===== src/inc/io_port_cfg.svh =====
`ifndef IO_PORT_CFG_SVH
`define IO_PORT_CFG_SVH

// ----------------------------------------------------------------
// register byte offsets
// ----------------------------------------------------------------
`define OFS_GROUP_SELECT 8'h00
`define OFS_CHANNEL_DATA 8'h04
`define OFS_IRQ_MASK 8'h08
`define OFS_LINK_CONFIG 8'h0C
`define OFS_PORT_STATUS 8'h10

// ----------------------------------------------------------------
// group select write field
// ----------------------------------------------------------------
`define SEL_GROUP_MSB 7
`define SEL_GROUP_LSB 4

// ----------------------------------------------------------------
// link config fields
// ----------------------------------------------------------------
`define CFG_GROUP_MSB 3
`define CFG_GROUP_LSB 0
`define CFG_IRQ_LINK_BIT 4
`define CFG_FLAG_LINK_BIT 5
`define CFG_FLAG_SEL_MSB 7
`define CFG_FLAG_SEL_LSB 6
`define CFG_DETECT_MSB 9
`define CFG_DETECT_LSB 8
`define CFG_WIDTH 10

// ----------------------------------------------------------------
// status fields
// ----------------------------------------------------------------
`define STS_SELECTED_BIT 0
`define STS_IRQ_BIT 1
`define STS_REQ_LSB 8
`define STS_REQ_MSB 15

// ----------------------------------------------------------------
// reset values
// ----------------------------------------------------------------
`define RST_OUTPUTS 8'h00
`define RST_MASK 8'h00
`define RST_CAPTURE 8'h00
`define RST_LINK_CONFIG 10'h010
`define RST_GROUP 4'h0
`define RST_RDATA 32'h00000000

`endif


===== src/inc/io_port_pkg.sv =====
`default_nettype none

package io_port_pkg;

    typedef enum logic [1:0] {
        DETECT_BOTH = 2'h0,
        DETECT_ON_TO_OFF = 2'h1,
        DETECT_OFF_TO_ON = 2'h2,
        DETECT_NONE = 2'h3
    } detect_mode_t;

endpackage

`default_nettype wire


===== src/hdl/isolated_io_channel_port.sv =====
// Design decisions made here: the APB slave port and the register offsets.
`timescale 1ns/10ps
`include "io_port_cfg.svh"
`default_nettype none

module isolated_io_channel_port
    import io_port_pkg::*;
(
    input wire logic clk_i, // 250 MHz clock
    input wire logic reset_i, // synchronous, active high
    input wire logic psel_i, // apb select
    input wire logic penable_i, // apb enable
    input wire logic pwrite_i, // apb direction
    input wire logic [7:0] paddr_i, // apb byte address
    input wire logic [31:0] pwdata_i, // apb write data
    output logic [31:0] prdata_o, // apb read data
    output logic pready_o, // apb ready
    output logic pslverr_o, // apb error
    input wire logic [7:0] channel_in_i, // channel sense pins
    output logic [7:0] channel_out_o, // channel drive latch
    output logic irq_pin_o, // interrupt pin level when driven
    output logic irq_oe_n_o, // low while pulling interrupt low
    output logic [3:0] flag_pin_o, // flag pin levels when driven
    output logic [3:0] flag_oe_n_o // low while pulling a flag low
);

    // ----------------------------------------------------------------
    // change detection
    // ----------------------------------------------------------------
    function automatic logic [7:0] change_req(input logic [7:0] present,
                                              input logic [7:0] captured,
                                              input detect_mode_t mode);
        logic [7:0] r;
        r = 8'h00;
        unique case (mode)
            DETECT_BOTH: r = present ^ captured;
            DETECT_ON_TO_OFF: r = captured & ~present;
            DETECT_OFF_TO_ON: r = present & ~captured;
            DETECT_NONE: r = 8'h00;
        endcase
        return r;
    endfunction

    // ----------------------------------------------------------------
    // state
    // ----------------------------------------------------------------
    logic [7:0] in_meta_q;
    logic [7:0] in_sync_q;
    logic [7:0] out_q;
    logic [7:0] out_d;
    logic [7:0] mask_q;
    logic [7:0] mask_d;
    logic [7:0] capture_q;
    logic [7:0] capture_d;
    logic [`CFG_WIDTH-1:0] cfg_q;
    logic [`CFG_WIDTH-1:0] cfg_d;
    logic selected_q;
    logic selected_d;
    logic [31:0] rdata_q;
    logic [31:0] rdata_d;

    // ----------------------------------------------------------------
    // bus decode
    // ----------------------------------------------------------------
    wire setup_phase = psel_i & ~penable_i;
    wire access_wr = psel_i & penable_i & pwrite_i;
    wire setup_rd = setup_phase & ~pwrite_i;
    wire hit_sel = (paddr_i == `OFS_GROUP_SELECT);
    wire hit_data = (paddr_i == `OFS_CHANNEL_DATA);
    wire hit_mask = (paddr_i == `OFS_IRQ_MASK);
    wire hit_cfg = (paddr_i == `OFS_LINK_CONFIG);
    wire hit_sts = (paddr_i == `OFS_PORT_STATUS);
    wire mapped = hit_sel | hit_data | hit_mask | hit_cfg | hit_sts;

    wire [3:0] group_addr = cfg_q[`CFG_GROUP_MSB:`CFG_GROUP_LSB];
    wire irq_link = cfg_q[`CFG_IRQ_LINK_BIT];
    wire flag_link = cfg_q[`CFG_FLAG_LINK_BIT];
    wire [1:0] flag_sel = cfg_q[`CFG_FLAG_SEL_MSB:`CFG_FLAG_SEL_LSB];
    wire detect_mode_t detect_mode = detect_mode_t'(cfg_q[`CFG_DETECT_MSB:`CFG_DETECT_LSB]);

    // written ones override inputs; output channels read back their latch
    wire [7:0] present = in_sync_q | out_q;
    wire [7:0] req = change_req(present, capture_q, detect_mode);
    wire irq_active = |(req & mask_q);

    wire sel_wr = access_wr & hit_sel;
    wire sel_match = (pwdata_i[`SEL_GROUP_MSB:`SEL_GROUP_LSB] == group_addr);
    wire data_wr = access_wr & hit_data & selected_q;
    wire mask_wr = access_wr & hit_mask & selected_q;
    wire cfg_wr = access_wr & hit_cfg;
    wire data_rd = setup_rd & hit_data & selected_q;

    wire [31:0] status_word = {16'h0000, req, 6'h00, irq_active, selected_q};

    // ----------------------------------------------------------------
    // next values
    // ----------------------------------------------------------------
    assign selected_d = sel_wr ? sel_match : selected_q;
    assign out_d = data_wr ? pwdata_i[7:0] : out_q;
    assign mask_d = mask_wr ? pwdata_i[7:0] : mask_q;
    assign cfg_d = cfg_wr ? pwdata_i[`CFG_WIDTH-1:0] : cfg_q;
    assign capture_d = data_rd ? present : capture_q;
    assign rdata_d = ~setup_rd ? rdata_q :
                     data_rd ? {24'h000000, present} :
                     hit_mask ? {24'h000000, mask_q} :
                     hit_cfg ? {{(32 - `CFG_WIDTH){1'b0}}, cfg_q} :
                     hit_sts ? status_word :
                     32'h00000000;

    // ----------------------------------------------------------------
    // input synchroniser
    // ----------------------------------------------------------------
    always_ff @(posedge clk_i) begin
        if (reset_i) begin
            in_meta_q <= 8'h00;
            in_sync_q <= 8'h00;
        end else begin
            in_meta_q <= channel_in_i;
            in_sync_q <= in_meta_q;
        end
    end

    // ----------------------------------------------------------------
    // registers
    // ----------------------------------------------------------------
    always_ff @(posedge clk_i) begin
        if (reset_i) begin
            out_q <= `RST_OUTPUTS;
        end else begin
            out_q <= out_d;
        end
    end

    always_ff @(posedge clk_i) begin
        if (reset_i) begin
            mask_q <= `RST_MASK;
        end else begin
            mask_q <= mask_d;
        end
    end

    always_ff @(posedge clk_i) begin
        if (reset_i) begin
            capture_q <= `RST_CAPTURE;
        end else begin
            capture_q <= capture_d;
        end
    end

    always_ff @(posedge clk_i) begin
        if (reset_i) begin
            cfg_q <= `RST_LINK_CONFIG;
        end else begin
            cfg_q <= cfg_d;
        end
    end

    always_ff @(posedge clk_i) begin
        if (reset_i) begin
            selected_q <= (`RST_GROUP == 4'h0);
        end else begin
            selected_q <= selected_d;
        end
    end

    always_ff @(posedge clk_i) begin
        if (reset_i) begin
            rdata_q <= `RST_RDATA;
        end else begin
            rdata_q <= rdata_d;
        end
    end

    // ----------------------------------------------------------------
    // outputs
    // ----------------------------------------------------------------
    assign pready_o = 1'b1;
    assign pslverr_o = psel_i & penable_i & ~mapped;
    assign prdata_o = rdata_q;
    assign channel_out_o = out_q;
    assign irq_pin_o = 1'b0;
    assign irq_oe_n_o = ~(irq_active & irq_link);

    genvar f;
    generate
        for (f = 0; f < 4; f++) begin : g_flag
            assign flag_pin_o[f] = 1'b0;
            assign flag_oe_n_o[f] = ~(irq_active & flag_link & selected_q
                                      & (flag_sel == 2'(f)));
        end
    endgenerate

    // ----------------------------------------------------------------
    // checks
    // ----------------------------------------------------------------
    a_reset_clears_out: assert property (@(posedge clk_i)
        $past(reset_i) |-> (channel_out_o == 8'h00 && mask_q == 8'h00))
        else $error("reset did not clear outputs and mask");

    a_select_by_nibble: assert property (@(posedge clk_i) disable iff (reset_i)
        $past(sel_wr) |-> (selected_q ==
            ($past(pwdata_i[7:4]) == $past(group_addr))))
        else $error("selection does not follow select write nibble");

    a_reset_autoselect: assert property (@(posedge clk_i)
        $past(reset_i) |-> (selected_q == (`RST_GROUP == 4'h0)))
        else $error("selection after reset wrong");

    a_output_write: assert property (@(posedge clk_i) disable iff (reset_i)
        (access_wr && hit_data && selected_q) |=> (channel_out_o == $past(pwdata_i[7:0])))
        else $error("output channels not updated by data write");

    a_output_hold: assert property (@(posedge clk_i) disable iff (reset_i)
        !(access_wr && hit_data && selected_q) |=> $stable(channel_out_o))
        else $error("output channels changed without a selected write");

    a_read_capture: assert property (@(posedge clk_i) disable iff (reset_i)
        (setup_rd && hit_data && selected_q) |=>
            (prdata_o[7:0] == capture_q && capture_q == $past(present)))
        else $error("read data differs from capture latch");

    a_mask_load: assert property (@(posedge clk_i) disable iff (reset_i)
        (access_wr && hit_mask && !selected_q) |=> $stable(mask_q))
        else $error("mask loaded while not selected");

    a_irq_gating: assert property (@(posedge clk_i) disable iff (reset_i)
        !irq_oe_n_o |-> (irq_link && |(req & mask_q)))
        else $error("interrupt driven without link or enabled request");

    a_irq_persists: assert property (@(posedge clk_i) disable iff (reset_i)
        (irq_active && !data_rd && !mask_wr && !cfg_wr) |=>
            (irq_active || $changed(present)))
        else $error("interrupt dropped without reread or channel return");

    a_flag_selected: assert property (@(posedge clk_i) disable iff (reset_i)
        (flag_oe_n_o != 4'hF) |-> (selected_q && irq_active))
        else $error("flag line driven while not selected");

    a_select_match: assert property (@(posedge clk_i) disable iff (reset_i)
        (sel_wr && pwdata_i[`SEL_GROUP_MSB:`SEL_GROUP_LSB] == group_addr) |=> selected_q)
        else $error("matching select write did not select the board");

    a_select_miss: assert property (@(posedge clk_i) disable iff (reset_i)
        (sel_wr && pwdata_i[`SEL_GROUP_MSB:`SEL_GROUP_LSB] != group_addr) |=> !selected_q)
        else $error("foreign select write left the board selected");

    a_select_hold: assert property (@(posedge clk_i) disable iff (reset_i)
        !sel_wr |=> $stable(selected_q))
        else $error("selection changed without a select write");

    a_mask_write: assert property (@(posedge clk_i) disable iff (reset_i)
        (access_wr && hit_mask && selected_q) |=> (mask_q == $past(pwdata_i[7:0])))
        else $error("mask not loaded by a selected mask write");

    a_mask_hold: assert property (@(posedge clk_i) disable iff (reset_i)
        !(access_wr && hit_mask && selected_q) |=> $stable(mask_q))
        else $error("mask changed without a selected mask write");

    a_read_all_chan: assert property (@(posedge clk_i) disable iff (reset_i)
        (setup_rd && hit_data && selected_q) |=>
            (prdata_o[7:0] == ($past(in_sync_q) | $past(channel_out_o))
             && prdata_o[31:8] == 24'h000000))
        else $error("channel read differs from inputs and output latch");

    a_read_unsel: assert property (@(posedge clk_i) disable iff (reset_i)
        (setup_rd && hit_data && !selected_q) |=> (prdata_o == 32'h00000000))
        else $error("unselected channel read returned data");

    a_capture_hold: assert property (@(posedge clk_i) disable iff (reset_i)
        !(setup_rd && hit_data && selected_q) |=> $stable(capture_q))
        else $error("capture latch changed outside a selected read");

    a_req_equal: assert property (@(posedge clk_i) disable iff (reset_i)
        (present == capture_q) |-> (req == 8'h00))
        else $error("change request without a difference");

    a_req_both: assert property (@(posedge clk_i) disable iff (reset_i)
        (detect_mode == DETECT_BOTH && present != capture_q) |-> (req != 8'h00))
        else $error("difference raised no change request");

    a_req_on_off: assert property (@(posedge clk_i) disable iff (reset_i)
        (detect_mode == DETECT_ON_TO_OFF) |-> ((req & present) == 8'h00))
        else $error("on to off mode raised a request for an on channel");

    a_req_off_on: assert property (@(posedge clk_i) disable iff (reset_i)
        (detect_mode == DETECT_OFF_TO_ON) |-> ((req & ~present) == 8'h00))
        else $error("off to on mode raised a request for an off channel");

    a_irq_unselected: assert property (@(posedge clk_i) disable iff (reset_i)
        (irq_link && (req & mask_q) != 8'h00) |-> !irq_oe_n_o)
        else $error("enabled change request did not drive the interrupt");

    a_irq_link_off: assert property (@(posedge clk_i) disable iff (reset_i)
        !irq_link |-> irq_oe_n_o)
        else $error("interrupt driven with the link removed");

    a_mask_keeps_req: assert property (@(posedge clk_i) disable iff (reset_i)
        mask_wr |=> $stable(capture_q))
        else $error("mask write disturbed the change request");

    a_pins_low: assert property (@(posedge clk_i) disable iff (reset_i)
        (irq_pin_o == 1'b0 && flag_pin_o == 4'h0))
        else $error("open drain pin level is not low");

    a_flag_one_line: assert property (@(posedge clk_i) disable iff (reset_i)
        $onehot0(~flag_oe_n_o))
        else $error("more than one flag line driven");

    a_flag_mirror: assert property (@(posedge clk_i) disable iff (reset_i)
        (irq_active && flag_link && selected_q) |-> !flag_oe_n_o[flag_sel])
        else $error("chosen flag line does not mirror the interrupt");

    a_sync_two_stage: assert property (@(posedge clk_i) disable iff (reset_i)
        (!$past(reset_i) && !$past(reset_i, 2)) |-> (in_sync_q == $past(channel_in_i, 2)))
        else $error("channel input not delayed by two flip-flops");

    a_status_bits: assert property (@(posedge clk_i) disable iff (reset_i)
        (setup_rd && hit_sts) |=>
            (prdata_o[1] == $past(irq_active) && prdata_o[0] == $past(selected_q)))
        else $error("status read differs from interrupt and selection state");

endmodule

`default_nettype wire


===== config.mk =====
export PLATFORM = sky130hd
export DESIGN_NAME = isolated_io_channel_port
export DESIGN_NICKNAME = d
export VERILOG_FILES = /design/src/inc/io_port_pkg.sv /design/src/hdl/isolated_io_channel_port.sv
export VERILOG_INCLUDE_DIRS = /design/src /design/src/inc
export SDC_FILE = /design/constraint.sdc
export NUM_CORES = 1
export LEC_CHECK = 0
export ABC_AREA = 1
export BUFFER_PORTS_ARGS = -buffer_cell sky130_fd_sc_hd__clkbuf_2
export CORE_ASPECT_RATIO = 1.4
export CORE_UTILIZATION = 30
export CTS_BUF_LIST = sky130_fd_sc_hd__clkbuf_4 sky130_fd_sc_hd__clkbuf_8
export CTS_CLUSTER_DIAMETER = 40
export DETAILED_ROUTE_END_ITERATION = 8
export GPL_TIMING_DRIVEN = 0
export SKIP_CTS_REPAIR_TIMING = 1
export SYNTH_ARGS = -nofsm -noshare
export SYNTH_HDL_FRONTEND = slang
export SYNTH_SLANG_ARGS = --single-unit

===== constraint.sdc =====
create_clock -name clk_i -period 1.8 [get_ports clk_i]
set_clock_uncertainty 0.05 [all_clocks]
set_input_delay 0.09 -clock clk_i [delete_from_list [all_inputs] [get_ports clk_i]]
set_output_delay 0.09 -clock clk_i [all_outputs]
set_load 0.01 [all_outputs]

==> After elaboration in Yosys (flattened, before gate mapping) <==
Index checks and enable logic that the tools add are counted.
{ "classes": {"reduce_logical": 4, "mux": 5, "eq_ne": 11, "bitwise_logic": 39} }
{ "op_table": {"columns": ["operator", "count"], "rows": [
  ["16-bit two-way mux", 4],
  ["8-bit case mux with 4 select lines", 1],
  ["8-bit AND", 3],
  ["1-bit AND", 20],
  ["8-bit by 4-bit == test with 1-bit output, second input constant", 2],
  ["8-bit NOT", 2],
  ["2-bit == test, second input constant", 4],
  ["8-bit by 3-bit == test with 1-bit output, second input constant", 1],
  ["8-bit by 5-bit == test with 1-bit output, second input constant", 1],
  ["8-bit logical NOT", 1],
  ["1-bit NOT", 8],
  ["8-bit OR", 1],
  ["8-bit OR reduction", 1],
  ["8-bit bitwise XOR", 1],
  ["2-bit by 1-bit == test with 1-bit output, second input constant", 2],
  ["4-bit == test", 1],
  ["2-bit logical NOT", 2],
  ["1-bit OR", 4]
]} }
{ "word_totals": {"out_inout_bits": 52, "input_bits": 53, "register_bits": 83, "word_cells": 67} }

==> Depth between registers and ports, before layout <==
{ "depth": {"ltp_word": 10, "ltp_mapped": 15, "ltp_nobuf": 15} }

==> Worst setup path before layout <==
OpenSTA, ideal clock, no wires.
{ "synth_path": {"kind": "reg-to-output", "from": "register out_q[0] (netlist: channel_out_o[0])", "to": "output port flag_oe_n_o[0]", "t_arrival_ps": 1408, "path_buffers": 0, "path_stages_with_launch": 12, "required_ps": 1660, "path_slack_ps": 252, "path_cell_list": "dfxtp_1 nor2_1 inv_1 ha_1 nand2_1 nand3_1 nand2_1 nor2_1 nand2_1 nand3_1 nor2_1 nand2_1"} }
{ "synth_between": {"elab_chain_cells": 10, "elab_cells_between_ends": 12, "classes_between": "mux: 1; bitwise: 10; reduce/logical: 1"} }
{ "synth_lines": {"columns": ["item", "line", "rtl"], "rows": [
  ["from (decl)", "isolated_io_channel_port.sv:49", "logic [7:0] out_q;"],
  ["from (signal assigned)", "isolated_io_channel_port.sv:128", "out_q <= `RST_OUTPUTS;"],
  ["from (signal assigned)", "isolated_io_channel_port.sv:130", "out_q <= out_d;"],
  ["8-bit OR *", "isolated_io_channel_port.sv:82", "wire [7:0] present = in_sync_q | out_q;"],
  ["via present[0]", "isolated_io_channel_port.sv:82", null],
  ["8-bit NOT", "isolated_io_channel_port.sv:37", "DETECT_ON_TO_OFF: r = captured & ~present;"],
  ["8-bit AND", "isolated_io_channel_port.sv:37", null],
  ["8-bit case mux with 4 select lines *", "isolated_io_channel_port.sv:35", "unique case (mode)"],
  ["8-bit AND *", "isolated_io_channel_port.sv:84", "wire irq_active = |(req & mask_q);"],
  ["8-bit OR reduction *", "isolated_io_channel_port.sv:84", null],
  ["1-bit AND * (2 in series)", "isolated_io_channel_port.sv:188", "assign flag_oe_n_o[f] = ~(irq_active & flag_link & selected_q"],
  ["1-bit AND *", "isolated_io_channel_port.sv:189", "& (flag_sel == 2'(f)));"],
  ["1-bit NOT *", "isolated_io_channel_port.sv:188", null],
  ["to (decl)", "isolated_io_channel_port.sv:24", "output logic [3:0] flag_oe_n_o"]
]} }
The timed path passes the listed nets; every way through them passes the cells marked *.

==> Worst setup path after layout <==
{ "layout_path": {"from": "register out_q[3] (netlist: channel_out_o[3])", "to": "output port flag_oe_n_o[1]"} }
The elaborated chain is that of the path after synthesis.

==> reports/metrics.yaml <==
logic_synthesis:
  synth-edff-count: 0
  avgSynthCellArea_um2: 7.42
  ys_warn_count: 0
  yosysSeqAreaShare_pct: 39.1
  synth_area_um2: 3430
  synth_area_leaders: "dfxtp_1 (39%), nand2_1 (9.9%), inv_1 (7.2%)"
  synth_top_area_share_pct: 39.1
  yosysUniqueCellTypes: 35
  yosys.area.top_type: "dfxtp_1"
  synth_ff_type: "dfxtp_1"
  yosysMostFrequentCell: "nand2_1"
  ys_ff_latch: 67
  async_flop_share_pct: 0
  synth_cells: 462
  synthTopCellsByCount: "nand2_1 (90), dfxtp_1 (67), inv_1 (66)"
global_routing:
  grt_pass1_vias: 2970
  grt_overflow: 0
  antenna_found_initial: 0
  grt_max_degree: 14
  track_usage_pct: 16.2
  grt_pass1_wl_mm: 14.5
timing:
  maxSlewHeadroom_pct: 57.2
  fin_hold_ws_ps: 0.833
  finalCritPeriodShare_pct: 116
  hold_viol: 0
  worst_pin_slew_ps: 642
  setup_tns_ps: -1400
  period_needed_ps: 2100
  finalMaxSlewViolations: 0
  setup_viol: 5
  worst_slack_ps: -296
  max_freq_mhz: 477
  rsz0062_at_grt: "true"
critical_path:
  crit_path_end: "flag_oe_n_o[1]"
  regToRegSetupSlack_ps: 0
  setup.worst_path.class: "register to output pin"
  crit_path_max_fanout: 3
  endpoint_kind: "output pin"
  r2r_end: "prdata_o[1]"
  cp.required_ps: 1660
  crit_start: "channel_out_o[3]"
  ff2ff_path_depth: 14
  critPathArrivalTime_ps: 1960
  r2r-start: "cfg_q[8]"
  startpoint_type: "register"
final_layout:
  fill_cells: 1135
  layout-drive-gt1-share_pct: 31.7
  syn_to_final_growth_pct: 35.8
  final_cell_area_um2: 4650
  fin_util_pct: 42.4
  num_antenna_cells: 0
  nNetsFinal: 651
routing:
  dr.pass1.iters: 4
  wirelength_mm: 9.48
  drt_iter0_drc: 164
  ant_nets: 0
  drcViolationCount: 0
  routed-via-count: 3340
  vias_per_cell: 4.59
  wire_per_inst_um: 13.0
floorplan:
  chipWidth_um: 92.3
  die_area_um2: 11900
  coreArea_um2: 11000
  dieHeight_um: 128
  ioPinCount: 105
  start_util_pct: 31.2
  std_cell_rows: 45
run_status:
  violations: "setup timing"
  outcome: "finished, violations left"
pwr:
  power-per-cell-area_nw_per_um2: 667
  leakagePower_nw: 2.10
  ir_drop_mv: 0.373
clocking:
  clk_latency_ps: 360
  clkSinkCount: 67
  clock_path_buffers: 2
  htreeDepth: 3
  cts_buffers: 9
  root_buffer: "clkbuf_8"
  cts_tree: "yes"
  path_clk_slew_ps: 70
placed_design:
  place_area_um2: 3980
  dp_hpwl_mm: 7.36
  gp_congestion: 0.929
  port_buffers: 60
worst_hold_path:
  hold_path.class: "input port to register"
job:
  maxCapViolCount: 0
[layout make-up]
class	count	area [um^2]	area share, %
Buffer	34	236	5.08
Clock buffer	10	138	2.96
Clock inverter	6	72.6	1.56
Inverter	72	283	6.08
Multi-Input combinational cell	309	1820	39.2
Sequential cell	67	1360	29.3
Tap cell	141	176	3.79
Timing Repair Buffer	89	562	12.1
[registers in the layout, summed over array words and instances (netlist names)]
register and flops:
capture_q 8, cfg_q 10, channel_out_o 8, in_meta_q 8, in_sync_q 8, mask_q 8
prdata_o 16, selected_q 1
[metal layers]
layer / share of wire (%) / GRT usage (%) / up-vias
met5: 0 / 0 / -
met4: 5.8 / 13.1 / 0
met3: 5.4 / 3.31 / 33
met2: 50 / 27.5 / 122
met1: 39 / 17.4 / 1511
li1: - / - / 1674
[layout by cell type, fill, tap and decap left out, drive strengths merged]
master and count:
a21oi 44, a31oi 5, buf 45, bufinv 1, clkbuf 72, clkinv 2, clkinvlp 3, conb 22
dfxtp 67, dlygate4sd3 16, ha 16, inv 72, nand2 92, nand3 30, nand4 11, nor2 41
nor3 8, o211ai 2, o21ai 33, o22ai 1, xnor2 2, xor2 2
[per-stage QoR]
| stage | setup WS (ps) | total power [mW] | cells |
|---|---|---|---|
| after floorplan | 252 | 1.69 | 482 |
| after global placement | -108 | 1.78 | 683 |
| after detailed placement | -112 | 1.78 | 683 |
| after CTS | -532 | 3.10 | 699 |
| after global routing | -404 | 3.23 | 728 |
| final | -296 | 3.10 | 728 |
[report_power, final]
part | total (mW) | internal, mW | switching, mW
Clock | 1.31 | 0.690 | 0.623
Combinational | 0.288 | 0.130 | 0.158
Sequential | 1.50 | 1.50 | 0.00790
[worst max-delay path: stages (launching register included)]
cell	delay (ps)
dfxtp_2	340
nor2_2	100
inv_1	70
ha_1	280
nand2_1	80
nand3_1	80
nand2_1	80
nor2_1	50
nand2_2	120
nand3_4	110
nor2_4	120
nand2_1	50
buf_2	130
[how the worst min path moves through the flow]
stage,start,to,slack [ps],depth (start not counted)
2_1_floorplan,channel_in_i[0],in_meta_q[0],150,2
3_3_place_gp,channel_in_i[6],in_meta_q[6],240,3
3_5_place_dp,channel_in_i[2],in_meta_q[2],240,3
4_1_cts,channel_in_i[2],in_meta_q[2],-170,3
5_1_grt,pwdata_i[5],cfg_q[5],5,3
6_report,pwdata_i[5],mask_q[5],0.8,3
[logic make-up after synthesis]
kind of cell	synth area share, %
AOI/OAI and AO/OA	13.2
xor gates and xnor gates	1.02
adders and majority gates	5.84
buffers and inverters	14.8
DFF	39.1
other	0.219
and+or+nand+nor	25.7
(Power assumes the default switching activity.)
